[config.mk]
export PLATFORM = sky130hd
export DESIGN_NAME = ubsp_serial_port
export DESIGN_NICKNAME = d
export VERILOG_FILES = /design/src/include/ubsp_pkg.sv /design/src/verilog/ubsp_serial_port.sv
export SDC_FILE = /design/constraint.sdc
export NUM_CORES = 1
export LEC_CHECK = 0
export ABC_CLOCK_PERIOD_IN_PS = 2800
export BUFFER_PORTS_ARGS = -buffer_cell sky130_fd_sc_hd__buf_2
export CAP_MARGIN = 20
export CORE_ASPECT_RATIO = 1.1
export CORE_MARGIN = 3
export CORE_UTILIZATION = 55
export CTS_CLUSTER_DIAMETER = 200
export DETAILED_ROUTE_END_ITERATION = 12
export PLACE_DENSITY = 0.77
export SYNTH_ARGS = -nofsm -noshare
export SYNTH_HDL_FRONTEND = slang
export SYNTH_SLANG_ARGS = --single-unit
[constraint.sdc]
create_clock -name sys_clk -period 2.8 [get_ports sys_clk]
set_clock_uncertainty 0.15 [all_clocks]
set_input_delay 0.14 -clock sys_clk [delete_from_list [all_inputs] [get_ports sys_clk]]
set_output_delay 0.14 -clock sys_clk [all_outputs]
set_load 0.03 [all_outputs]
[src/include/ubsp_pkg.sv]
// constants and types shared by the mcu serial port
package ubsp_pkg;

    // ------------------------------------------------------------
    // timing
    // ------------------------------------------------------------
    localparam int SYS_HZ = 10_000_000;
    localparam int RST_MIN_NS = 20_000;
    localparam int RST_MIN_CYC =
        (RST_MIN_NS * (SYS_HZ / 1_000_000) + 999) / 1000;
    localparam int RATE0_HZ = 1_500_000;
    localparam int RATE1_HZ = 2_000_000;
    localparam int RATE2_HZ = 3_000_000;
    localparam int RATE3_HZ = 6_000_000;

    function automatic int atLeastOne(input int v);
        return (v < 1) ? 1 : v;
    endfunction

    // half periods of the mcu clock, rounded down, never below one
    localparam int HALF0_CYC = atLeastOne(SYS_HZ / (2 * RATE0_HZ));
    localparam int HALF1_CYC = atLeastOne(SYS_HZ / (2 * RATE1_HZ));
    localparam int HALF2_CYC = atLeastOne(SYS_HZ / (2 * RATE2_HZ));
    localparam int HALF3_CYC = atLeastOne(SYS_HZ / (2 * RATE3_HZ));
    localparam int DIV_W = 8;
    localparam int CNT_W = 8;

    // ------------------------------------------------------------
    // status layout
    // ------------------------------------------------------------
    localparam int SB_OUT_DONE = 0;
    localparam int SB_EP0_IN = 1;
    localparam int SB_EP12_IN = 2;
    localparam int SB_EXT_LO = 3;
    localparam int SB_EXT_W = 3;
    localparam int SB_USB_RST = 6;
    localparam int SB_HW_RST = 7;
    localparam logic [7:0] STATUS_RST = 8'h80;

    // ------------------------------------------------------------
    // address/count byte and configuration
    // ------------------------------------------------------------
    localparam int ADDR_LSB = 5;
    localparam int ADDR_W = 3;
    localparam logic [ADDR_W-1:0] ADDR_EP0_FIFO = 3'h1;
    localparam logic [ADDR_W-1:0] ADDR_EP12_FIFO = 3'h2;
    localparam logic [ADDR_W-1:0] ADDR_BRIDGE_CFG = 3'h7;
    localparam int CFG_W = 7;

    // ------------------------------------------------------------
    // synchroniser slots
    // ------------------------------------------------------------
    localparam int SY_SCK = 0;
    localparam int SY_DIR = 1;
    localparam int SY_SDI = 2;
    localparam int SY_WAKE = 3;
    localparam int SY_RSTN = 4;
    localparam int SY_VLOW = 5;
    localparam int SY_N = 6;

    typedef enum logic [1:0] {
        ST_IDLE = 2'b00,
        ST_STATUS = 2'b01,
        ST_COUNT = 2'b10,
        ST_IN = 2'b11
    } ubsp_state_type;

    typedef struct packed {
        logic staticClk;
        logic forceResume;
        logic suspend;
        logic stopOsc;
        logic stopMcuClk;
        logic [1:0] clockRateField;
    } ubsp_cfg_type;

    localparam ubsp_cfg_type CFG_RST = 7'h00;

    typedef struct packed {
        logic outDoneSet;
        logic ep0InDoneSet;
        logic ep12InDoneSet;
    } ubsp_evt_type;

endpackage

[src/verilog/ubsp_serial_port.sv]
// microcontroller-side serial port of the usb bridge
// What this block does
// - new out bit shown while link clock low
// - direction low sends data to the mcu
// - direction rise ends read, clears out-complete
// - direction fall ends write, clears in-complete
// - direction rise starts write, address byte first
// - one input pulse loads status, lsb first
// - two input pulses load out byte count
// - idle output shows status bit zero
// - direction high gives active-low interrupt nor
// - latch set on completion edges, cleared by read
// - reset output low for every reset source
// - hardware and usb reset flags in status
// - reset input holds output minimum time
// - low bus voltage holds output minimum time
// - usb reset gives fixed pulse, flag cleared
// - wake clears stop oscillator and clock bits
// - wake while stopped raises idle interrupt
// - configuration applied after write transfer ends
// - mcu clock at one of three rates; rate fields 2 and 3 give the same
module ubsp_serial_port (
    input wire logic sys_clk,
    input wire logic rst_n,
    input wire logic serialClk,
    input wire logic directionFrameLine,
    input wire logic serialInLine,
    output logic serialOutLine,
    output logic mcuClockOut,
    output logic resetOutNOut,
    output logic resetOutNOe,
    input wire logic resetInN,
    input wire logic busLowIn,
    input wire logic wakeLine,
    input wire logic usbReset,
    input wire logic resumeSig,
    input wire ubsp_pkg::ubsp_evt_type events,
    input wire logic [ubsp_pkg::SB_EXT_W-1:0] extStatus,
    input wire logic [7:0] outByteCount,
    input wire logic [7:0] outFifoData,
    output logic outFifoPop,
    output logic [7:0] inAddrCount,
    output logic [7:0] inByte,
    output logic inByteValid,
    output ubsp_pkg::ubsp_cfg_type cfgOut,
    output logic oscRestart
);
    import ubsp_pkg::*;

    // ------------------------------------------------------------
    // input synchronisers
    // ------------------------------------------------------------
    logic [SY_N-1:0] rawIn;
    logic [SY_N-1:0] sync1Q;
    logic [SY_N-1:0] sync2Q;
    logic [SY_N-1:0] prevQ;
    logic [SY_N-1:0] riseV;
    logic [SY_N-1:0] fallV;

    assign rawIn = {busLowIn, resetInN, wakeLine, serialInLine,
                    directionFrameLine, serialClk};

    genvar gi;
    generate
        for (gi = 0; gi < SY_N; gi++) begin : g_sync
            always_ff @(posedge sys_clk or negedge rst_n) begin
                if (!rst_n) begin
                    sync1Q[gi] <= 1'b0;
                    sync2Q[gi] <= 1'b0;
                    prevQ[gi] <= 1'b0;
                end else begin
                    sync1Q[gi] <= rawIn[gi];
                    sync2Q[gi] <= sync1Q[gi];
                    prevQ[gi] <= sync2Q[gi];
                end
            end
        end
    endgenerate

    assign riseV = sync2Q & ~prevQ;
    assign fallV = ~sync2Q & prevQ;

    wire dirLvl = sync2Q[SY_DIR];
    wire sdiLvl = sync2Q[SY_SDI];
    wire dirRise = riseV[SY_DIR];
    wire dirFall = fallV[SY_DIR];
    wire sdiFall = fallV[SY_SDI];
    wire sckFall = fallV[SY_SCK];
    wire wakeRise = riseV[SY_WAKE];
    // pin reset held low or bus voltage low
    wire hwActive = ~sync2Q[SY_RSTN] | sync2Q[SY_VLOW];

    // ------------------------------------------------------------
    // transfer sequencing
    // ------------------------------------------------------------
    ubsp_state_type stateQ, stateD;
    logic [2:0] bitCntQ;
    logic [7:0] outShiftQ;
    logic [7:0] inShiftQ;
    logic firstByteQ;
    logic sckSeenQ;
    logic [7:0] statusQ;
    logic [2:0] flagPrevQ;
    logic intLatchQ;
    logic wakeIntQ;
    ubsp_cfg_type cfgQ;
    ubsp_cfg_type cfgNextQ;
    logic cfgPendQ;
    logic sdoQ;

    always_comb begin
        stateD = stateQ;
        unique case (stateQ)
            ST_IDLE: begin
                if (dirRise)
                    stateD = ST_IN;
                else if (!dirLvl && sdiFall)
                    stateD = ST_STATUS;
            end
            ST_STATUS: begin
                if (dirRise)
                    stateD = ST_IN;
                else if (sdiFall && !sckSeenQ)
                    stateD = ST_COUNT;
            end
            ST_COUNT: begin
                if (dirRise)
                    stateD = ST_IN;
            end
            ST_IN: begin
                if (dirFall)
                    stateD = ST_IDLE;
            end
        endcase
    end

    // single pulse from idle reads status
    wire statusRead = stateQ == ST_IDLE && !dirLvl && sdiFall;
    // second pulse before any clock selects count
    wire countLoad = stateQ == ST_STATUS && sdiFall && !sckSeenQ;
    wire outMode = stateQ == ST_STATUS || stateQ == ST_COUNT;
    // next bit moved onto the output at clock fall
    wire shiftOut = outMode && sckFall && !sdiFall;
    // mcu bit taken at the falling clock edge
    wire shiftIn = stateQ == ST_IN && sckFall;
    wire byteEnd = bitCntQ == 3'h7;
    wire [7:0] inWord = {sdiLvl, inShiftQ[7:1]};
    wire [ADDR_W-1:0] addrSel = inAddrCount[ADDR_LSB +: ADDR_W];
    wire inEnd = stateQ == ST_IN && dirFall;
    wire outEnd = dirRise && stateQ != ST_IN;
    wire usbRise = usbReset & ~statusQ[SB_USB_RST];

    always_ff @(posedge sys_clk or negedge rst_n) begin
        if (!rst_n)
            stateQ <= ST_IDLE;
        else
            stateQ <= stateD;
    end

    always_ff @(posedge sys_clk or negedge rst_n) begin
        if (!rst_n) begin
            bitCntQ <= 3'h0;
            outShiftQ <= 8'h00;
            sckSeenQ <= 1'b0;
        end else if (dirRise || statusRead || countLoad) begin
            bitCntQ <= 3'h0;
            outShiftQ <= countLoad ? outByteCount : statusQ;
            sckSeenQ <= 1'b0;
        end else if (shiftOut || shiftIn) begin
            bitCntQ <= bitCntQ + 3'h1;
            sckSeenQ <= 1'b1;
            if (byteEnd)
                outShiftQ <= (stateQ == ST_COUNT) ? outFifoData : 8'h00;
            else
                outShiftQ <= {1'b0, outShiftQ[7:1]};
        end
    end

    // count byte finished: the mcu now reads fifo bytes
    always_ff @(posedge sys_clk or negedge rst_n) begin
        if (!rst_n)
            outFifoPop <= 1'b0;
        else
            outFifoPop <= shiftOut && byteEnd && stateQ == ST_COUNT;
    end

    // first byte after the rising edge is the address
    always_ff @(posedge sys_clk or negedge rst_n) begin
        if (!rst_n) begin
            inShiftQ <= 8'h00;
            firstByteQ <= 1'b0;
            inAddrCount <= 8'h00;
            inByte <= 8'h00;
            inByteValid <= 1'b0;
            cfgNextQ <= CFG_RST;
            cfgPendQ <= 1'b0;
        end else begin
            inByteValid <= 1'b0;
            if (dirRise) begin
                firstByteQ <= 1'b1;
                cfgPendQ <= 1'b0;
            end else if (shiftIn) begin
                inShiftQ <= inWord;
                if (byteEnd && firstByteQ) begin
                    inAddrCount <= inWord;
                    firstByteQ <= 1'b0;
                end else if (byteEnd) begin
                    inByte <= inWord;
                    inByteValid <= 1'b1;
                    if (addrSel == ADDR_BRIDGE_CFG) begin
                        cfgNextQ <= ubsp_cfg_type'(inWord[CFG_W-1:0]);
                        cfgPendQ <= 1'b1;
                    end
                end
            end else if (inEnd) begin
                cfgPendQ <= 1'b0;
            end
        end
    end

    // ------------------------------------------------------------
    // status, interrupt latch and wake
    // ------------------------------------------------------------
    logic [7:0] statusD;
    // framing pulse with no address byte has no destination
    wire addrKnown = inEnd && !firstByteQ;
    wire clrEp0 = addrKnown && addrSel == ADDR_EP0_FIFO;
    wire clrEp12 = addrKnown && addrSel == ADDR_EP12_FIFO;
    // rising edge of any completion flag
    wire latchSet = |(statusQ[2:0] & ~flagPrevQ);
    wire wakeStopped = wakeRise && (cfgQ.stopOsc || cfgQ.stopMcuClk);

    // setting always beats a clear in the same cycle
    always_comb begin
        statusD = statusQ;
        statusD[SB_OUT_DONE] = events.outDoneSet
            | (statusQ[SB_OUT_DONE] & ~outEnd);
        statusD[SB_EP0_IN] = events.ep0InDoneSet
            | (statusQ[SB_EP0_IN] & ~clrEp0);
        statusD[SB_EP12_IN] = events.ep12InDoneSet
            | (statusQ[SB_EP12_IN] & ~clrEp12);
        statusD[SB_EXT_LO +: SB_EXT_W] = extStatus;
        // cause flags; usb flag drops at end
        statusD[SB_USB_RST] = usbReset;
        statusD[SB_HW_RST] = hwActive
            | (statusQ[SB_HW_RST] & ~statusRead);
    end

    always_ff @(posedge sys_clk or negedge rst_n) begin
        if (!rst_n) begin
            statusQ <= STATUS_RST;
            flagPrevQ <= 3'h0;
            intLatchQ <= 1'b0;
            wakeIntQ <= 1'b0;
        end else begin
            statusQ <= statusD;
            flagPrevQ <= statusQ[2:0];
            intLatchQ <= latchSet | (intLatchQ & ~statusRead);
            // wake during stop flagged until status read
            wakeIntQ <= wakeStopped | (wakeIntQ & ~statusRead);
        end
    end

    // ------------------------------------------------------------
    // serial output
    // ------------------------------------------------------------
    // active-low interrupt while direction is high
    wire intN = ~(resumeSig | usbReset | intLatchQ);
    // idle shows status bit zero unless a wake is pending
    wire idleBit = wakeIntQ ? 1'b0 : statusQ[SB_OUT_DONE];
    // direction low carries data toward the mcu
    wire lowBit = (stateQ == ST_IDLE) ? idleBit : outShiftQ[0];

    always_ff @(posedge sys_clk or negedge rst_n) begin
        if (!rst_n)
            sdoQ <= 1'b1;
        else
            sdoQ <= dirLvl ? intN : lowBit;
    end
    assign serialOutLine = sdoQ;

    // ------------------------------------------------------------
    // configuration
    // ------------------------------------------------------------
    always_ff @(posedge sys_clk or negedge rst_n) begin
        if (!rst_n) begin
            cfgQ <= CFG_RST;
        end else if (hwActive) begin
            cfgQ <= CFG_RST;
        end else if (wakeRise) begin
            // wake restarts the oscillator, clears stops
            cfgQ.stopOsc <= 1'b0;
            cfgQ.stopMcuClk <= 1'b0;
        end else if (inEnd && cfgPendQ) begin
            // applied only once the write has ended
            cfgQ <= cfgNextQ;
            cfgQ.stopMcuClk <= cfgNextQ.stopMcuClk | cfgNextQ.stopOsc;
        end
    end
    assign cfgOut = cfgQ;

    always_ff @(posedge sys_clk or negedge rst_n) begin
        if (!rst_n)
            oscRestart <= 1'b0;
        else
            oscRestart <= wakeRise;
    end

    // ------------------------------------------------------------
    // reset output
    // ------------------------------------------------------------
    logic [CNT_W-1:0] rstCntQ;
    wire rstLoad = hwActive | usbRise;

    // every source drives the open-drain output low
    // pin and voltage hold while active, then minimum
    // usb reset loads the counter once, no extension
    always_ff @(posedge sys_clk or negedge rst_n) begin
        if (!rst_n) begin
            rstCntQ <= CNT_W'(RST_MIN_CYC);
            resetOutNOe <= 1'b1;
        end else begin
            resetOutNOe <= rstLoad | (rstCntQ > CNT_W'(1));
            if (rstLoad)
                rstCntQ <= CNT_W'(RST_MIN_CYC);
            else if (rstCntQ != '0)
                rstCntQ <= rstCntQ - CNT_W'(1);
        end
    end
    assign resetOutNOut = 1'b0;

    // ------------------------------------------------------------
    // mcu clock
    // ------------------------------------------------------------
    logic [DIV_W-1:0] divCntQ;
    logic clkQ;
    logic [DIV_W-1:0] halfSel;

    // rate field picks the half period
    // limitation: 10 MHz source misses all four rates; fields 2 and 3 both give 5 MHz
    assign halfSel = (cfgQ.clockRateField == 2'h0) ? DIV_W'(HALF0_CYC) :
                     (cfgQ.clockRateField == 2'h1) ? DIV_W'(HALF1_CYC) :
                     (cfgQ.clockRateField == 2'h2) ? DIV_W'(HALF2_CYC) :
                                                     DIV_W'(HALF3_CYC);
    wire clkStatic = cfgQ.staticClk | cfgQ.stopMcuClk;

    always_ff @(posedge sys_clk or negedge rst_n) begin
        if (!rst_n) begin
            divCntQ <= '0;
            clkQ <= 1'b0;
            mcuClockOut <= 1'b0;
        end else begin
            if (divCntQ >= halfSel - DIV_W'(1)) begin
                divCntQ <= '0;
                clkQ <= ~clkQ;
            end else begin
                divCntQ <= divCntQ + DIV_W'(1);
            end
            mcuClockOut <= clkStatic ?
                (cfgQ.staticClk & cfgQ.stopMcuClk) : clkQ;
        end
    end
endmodule // ubsp_serial_port

# Word level (Yosys, flattened, before mapping)
# Index checks and enable logic that the tools add are counted.
[word_totals]
out_inout_bits = 30
register_bits = 106
input_bits = 32
[op_classes]
magnitude_cmp = 2
muxes = 43
eq_ne = 17
n_reduce_logical = 47
add_sub_neg = 4
n_bitwise = 37
[op_table]
columns = ["op", "n"]
rows = [
  ["8-bit two-way mux", 8],
  ["2-bit two-way mux", 10],
  ["1-bit logical AND", 19],
  ["1-bit two-way mux", 19],
  ["7-bit two-way mux", 2],
  ["1-bit OR", 13],
  ["4-bit AND reduction", 3],
  ["1-bit NOT", 10],
  ["2-bit nonzero test", 5],
  ["3-bit two-way mux", 3],
  ["3-bit != test, second input constant", 3],
  ["8-bit by 1-bit adder with 8-bit output, second input constant", 1],
  ["1-bit AND", 8],
  ["8-bit >= comparator", 1],
  ["8-bit by 1-bit > comparator with 1-bit output, second input constant", 1],
  ["2-bit one-hot mux with 4 select lines", 1],
  ["8-bit nonzero test", 1],
  ["8-bit by 1-bit subtractor with 8-bit output, second input constant", 1],
  ["3-bit AND", 2],
  ["3-bit equality test, second input constant", 2],
  ["2-bit != test, second input constant", 3],
  ["3-bit by 2-bit != test with 1-bit output, second input constant", 2],
  ["3-bit NOT", 2],
  ["2-bit AND reduction", 3],
  ["other kinds (16)", 27],
]

# Depth between registers and ports, before layout
[logic_depth]
ltp_word = 8
depth_mapped = 8
ltp_nobuf = 7

# Least setup slack after synthesis
# No wires, ideal clock.
[synth_path]
kind = "flip-flop to flip-flop"
start = "register stateQ[0]"
end = "register outShiftQ[2]"
arrival_ns = 1.718
n_path_buf = 2
setup_time_ns = 0.079
path_slack_ns = 0.853
period_less_slack_ns = 1.947
stages_incl_launch_ff = 9
path_cell_list = "dfrtp_1 inv_1 ha_1 or3b_1 nand2_1 or2_0 buf_2 buf_6 mux2i_1"
[synth_via]
elab_chain_len = 6
word_cells_on_any_way = 21
classes_between = "3 x eq/ne; 5 x mux; 13 x reduce/logical"
[synth_lines]
columns = ["element", "line_no", "text"]
rows = [
  ["start: declaration", "ubsp_serial_port.sv:96", "ubsp_state_type stateQ, stateD;"],
  ["start signal: assignment", "ubsp_serial_port.sv:157", "stateQ <= stateD;"],
  ["parallel branches: the longest is 6 deep, another holds 8-bit two-way mux", "--", ""],
  ["end signal: assignment", "ubsp_serial_port.sv:167", "outShiftQ <= countLoad ? outByteCount : statusQ;"],
  ["end signal: assignment", "ubsp_serial_port.sv:173", "outShiftQ <= (stateQ == ST_COUNT) ? outFifoData : 8'h00;"],
  ["end signal: assignment", "ubsp_serial_port.sv:175", "outShiftQ <= {1'b0, outShiftQ[7:1]};"],
  ["end: declaration", "ubsp_serial_port.sv:98", "logic [7:0] outShiftQ;"],
]
# Parallel ways; which one is timed is not known. The select of a mux whose other input is x is not followed.
# A chain may end at the register's enable or synchronous reset.

# Worst setup path after layout
[layout_path]
start = "register stateQ[1]"
end = "register inAddrCount[6]"
[layout_via]
elab_chain_len = 3
[layout_lines]
columns = ["element", "line_no", "text"]
rows = [
  ["2-bit equality test", "ubsp_serial_port.sv:145", "wire shiftIn = stateQ == ST_IN && sckFall;"],
  ["1-bit logical AND", "ubsp_serial_port.sv:145", ""],
  ["3-bit AND reduction (no line)", "--", ""],
  ["end signal: assignment", "ubsp_serial_port.sv:205", "inAddrCount <= inWord;"],
  ["end: declaration", "ubsp_serial_port.sv:42", "output logic [7:0] inAddrCount,"],
]
# Every way passes these cells.

==> metrics.md <==
| Metric | Value |
|---|---|
| Outcome | finished, final reports clean |
| Initial core utilization | 57.79% |
| Most area-consuming cells after synthesis | sky130_fd_sc_hd__dfrtp_1, sky130_fd_sc_hd__mux2_2, sky130_fd_sc_hd__mux2i_1 |
| Count of clock tree sinks | 105 |
| Layout area overhead | 19.95% |
| Post-Place Cell Area | 4856 sq um |
| Basic-gate share of the synthesized area counting and, or, nand and nor cells | 11.96% |
| RSZ-0062 raised after global routing | no |
| Wire length per cell after detailed routing | 14.65 um |
| Later-pin clock latency in the skew report | 0.35 ns |
| Setup WS pre-CTS | 0.5402 ns |
| Critical path launch point type | register |
| Syn. warnings | 0 |
| Power per cell area | 672.4 nW/um^2 |
| Accumulated negative setup slack | 0 ns |
| Main synth FF type | sky130_fd_sc_hd__dfrtp_1 |
| Count of cell types in the netlist | 50 |
| Inserted Clock Buffers | 9 |
| Post-route antenna net violation count | 0 |
| Fin. Hold Viols | 0 |
| Synth Area in XOR/XNOR | 1.587% |
| Vias after detailed routing | 2,838 |
| Reported leakage power | 2.573 nW |
| Fraction of the mapped netlist area in compound gates | 5.187% |
| Fraction of final layout cells sized beyond drive strength 1 | 27.62% |
| Root buf cell | sky130_fd_sc_hd__clkbuf_8 |
| Min-Delay Path Depth | 5 |
| Gate count of the mapped netlist | 352 |
| Max capacitance violation total | 0 |
| Number of nets in the finished design | 490 |
| Die area | 9138 sq um |
| Netlist area before placement | 4414 sq um |
| Dominant combinational cell family by area after synthesis | multiplexers |
| Worst Setup End Kind | register |
| Worst reg-to-reg path cell count | 5 |
| H-tree depth | 3 |
| Peak supply drop | 0.2947 mV |
| Arithmetic-cell share of the synthesized area counting full adders, half adders and majority gates | 3.685% |
| Most common cell after layout, fill and taps aside | sky130_fd_sc_hd__dfrtp_1 |
| Final wirelength | 8.117 mm |
| Top library cells by usage in the layout, fill and taps aside | sky130_fd_sc_hd__dfrtp_1, sky130_fd_sc_hd__buf_2, sky130_fd_sc_hd__mux2_2, sky130_fd_sc_hd__mux2i_1, sky130_fd_sc_hd__nand2_1 |
| Class of the worst hold path | in2reg |
| Number of antenna violations at the first check in global routing | 0 |
| Port Buf Inserts | 60 |
| Core Region | 7639 sq um |
| Worst path arrival time | 2.41 ns |
| Overall die width | 91.42 um |
| Total iterations of the first detailed-routing run | 4 |
| Number of pins exceeding their max-slew limit in the final report | 0 |
| Final standard cell utilization of the core | 69.32% |
| Multiplexer area fraction after synthesis | 14.71% |
| Transition at the pin with the smallest max-transition slack | 0.7328 ns |
| Core Rows | 33 |
| Global placer's final weighted congestion | 0.8301 |
| Portion of synthesized cell area occupied by the leading cell type | 56.12% |
| Final HPWL DP | 5.733 mm |
| TritonCTS clock tree | yes |
| Residual DRC | 0 |
| Ports placed on the boundary | 62 |
| Ant diodes | 0 |
| Drt first-iter violations | 132 |
| CTS clock-pin slew for the worst setup and hold paths | 0.09 ns |
| Post-route cell area | 5295 sq um |
| Number of buffers on the longest clock path | 2 |
| Maximum number of pins on one net before global-route repair | 60 |
| Most area-hungry cell type in the Yosys netlist | sky130_fd_sc_hd__dfrtp_1 |
| Ys async rst share | 100.0% |
| Final period util | 82.98% |
| Relative slew slack | 51.15% |
| Total congestion overflow | 0 |
| Avg Vias per Cell | 5.123 |
| Synthesized flop and latch total | 105 |
| Post-synthesis area per instance | 12.54 sq um |
| Die height | 99.96 um |
| Slack of the critical path | 0.4767 ns |
| First-pass GRT wire length | 13.41 mm |
| Type of the worst setup path | reg2reg |
| Minimum period implied by the final worst setup slack | 2.323 ns |
| Via count of the first global-routing pass | 2,752 |
| Sequential-to-total area share from yosys stat | 59.69% |
| Maximum clock frequency | 430.4 MHz |
| Worst endpoint required time | 2.88 ns |
| Worst-path maximum fanout | 9 |
| Setup-violating endpoint count in the final report | 0 |
| GRT Util Overall | 18.65% |
| Number of enable-type register cells in the synthesized netlist | 0 |
==> logic make-up (layout without fill, tap and decap cells) <==
family / count (synthesis) / in the layout
AO/OA/AOI/OAI: 35 / 35
XOR/XNOR: 8 / 8
adder cells (fa/ha/maj): 13 / 13
buffers and inverters: 31 / 123
flip-flops: 105 / 105
multiplexers: 61 / 61
other: 1 / 6
AND/OR/NAND/NOR: 98 / 98
==> final timing paths <==
kind	startpoint	endpoint	slack (ns)
worst min register to register	sync1Q[2]	sdiLvl	0.20
worst min-delay path	outFifoData[3]	outShiftQ[3]	0.04
min in group asynchronous	rst_n	divCntQ[2]	0.25
worst max-delay path	stateQ[1]	inAddrCount[6]	0.48
worst max register to register	stateQ[1]	inAddrCount[6]	0.48
max in group asynchronous	rst_n	resetOutNOe	1.48
==> metal layers <==
layer  vias to the layer above  part of all wire (%)  GRT usage [%]
li1                       1383                     -              -
met4                         0                   1.2          6.961
met3                         9                   3.4          2.924
met5                         -                     0              0
met2                        56                    49          30.58
met1                      1390                    47          25.32
==> state kept, by name (all words and copies together) (netlist names), 2 cells and up <==
signal / count
stateQ: 2
sync2Q: 4
inByte: 8
statusQ: 8
sync1Q: 6
outShiftQ: 8
cfgNextQ: 7
flagPrevQ: 3
cfgOut: 7
prevQ: 4
inAddrCount: 8
inShiftQ: 7
rstCntQ: 8
divCntQ: 8
bitCntQ: 3
==> area by class of cell <==
cell class	instances	area [sq um]
clock inverters	5	81.33
clock buffers	10	127.6
well taps	105	131.4
inverters	20	75.07
flip-flops and latches	105	2635
fillers	553	2344
repair buffers	88	583.1
multi-input cells	221	1662
==> worst max-delay path, cell delays in order, from the launching register on <==
cell	delay (ns)
sky130_fd_sc_hd__dfrtp_1	0.42
sky130_fd_sc_hd__ha_1	0.36
sky130_fd_sc_hd__nand2_1	0.20
sky130_fd_sc_hd__nor2_4	0.25
sky130_fd_sc_hd__and3_1	0.45
sky130_fd_sc_hd__mux2_2	0.39
==> cells in the mapped netlist, drive strengths merged (2+ instances only) <==
cell / instances
a211oi: 2
a21o: 4
a21oi: 6
and3: 2
buf: 8
clkbuf: 3
dfrtp: 99
dfstp: 6
ha: 13
inv: 20
mux2: 31
mux2i: 30
nand2: 28
nand2b: 4
nand3: 8
nand3b: 3
nor2: 27
nor2b: 5
nor3: 5
nor3b: 2
nor4: 2
o211ai: 3
o21ai: 12
o22ai: 2
or2: 2
or3b: 3
xnor2: 3
xor2: 5
==> stage by stage <==
step	total power, mW	instances	hold slack [ns]
after global routing	3.768	554	0.05650
after global placement	2.551	516	0.09773
final	3.560	554	0.04108
after CTS	3.597	554	0.01864
after detailed placement	2.598	516	0.09970
after floorplan	2.377	357	-0.3056
==> repair_timing <==
| action | CTS | global route |
|---|---|---|
| hold buffers | 23 | 0 |
| buffers inserted | 0 | 0 |
| resized for setup | 0 | 0 |
| hold endpoints to repair | 78 | 0 |
==> report_power, final <==
| group | switching [mW] | leakage [nW] | total [mW] | internal, mW |
|---|---|---|---|---|
| combinational | 0.401 | 1.16 | 0.759 | 0.358 |
| sequential | 0.137 | 1.31 | 1.83 | 1.69 |
| clock | 0.471 | 0.102 | 0.970 | 0.499 |
| total | 1.01 | 2.57 | 3.56 | 2.55 |
(Power assumes the default switching activity.)
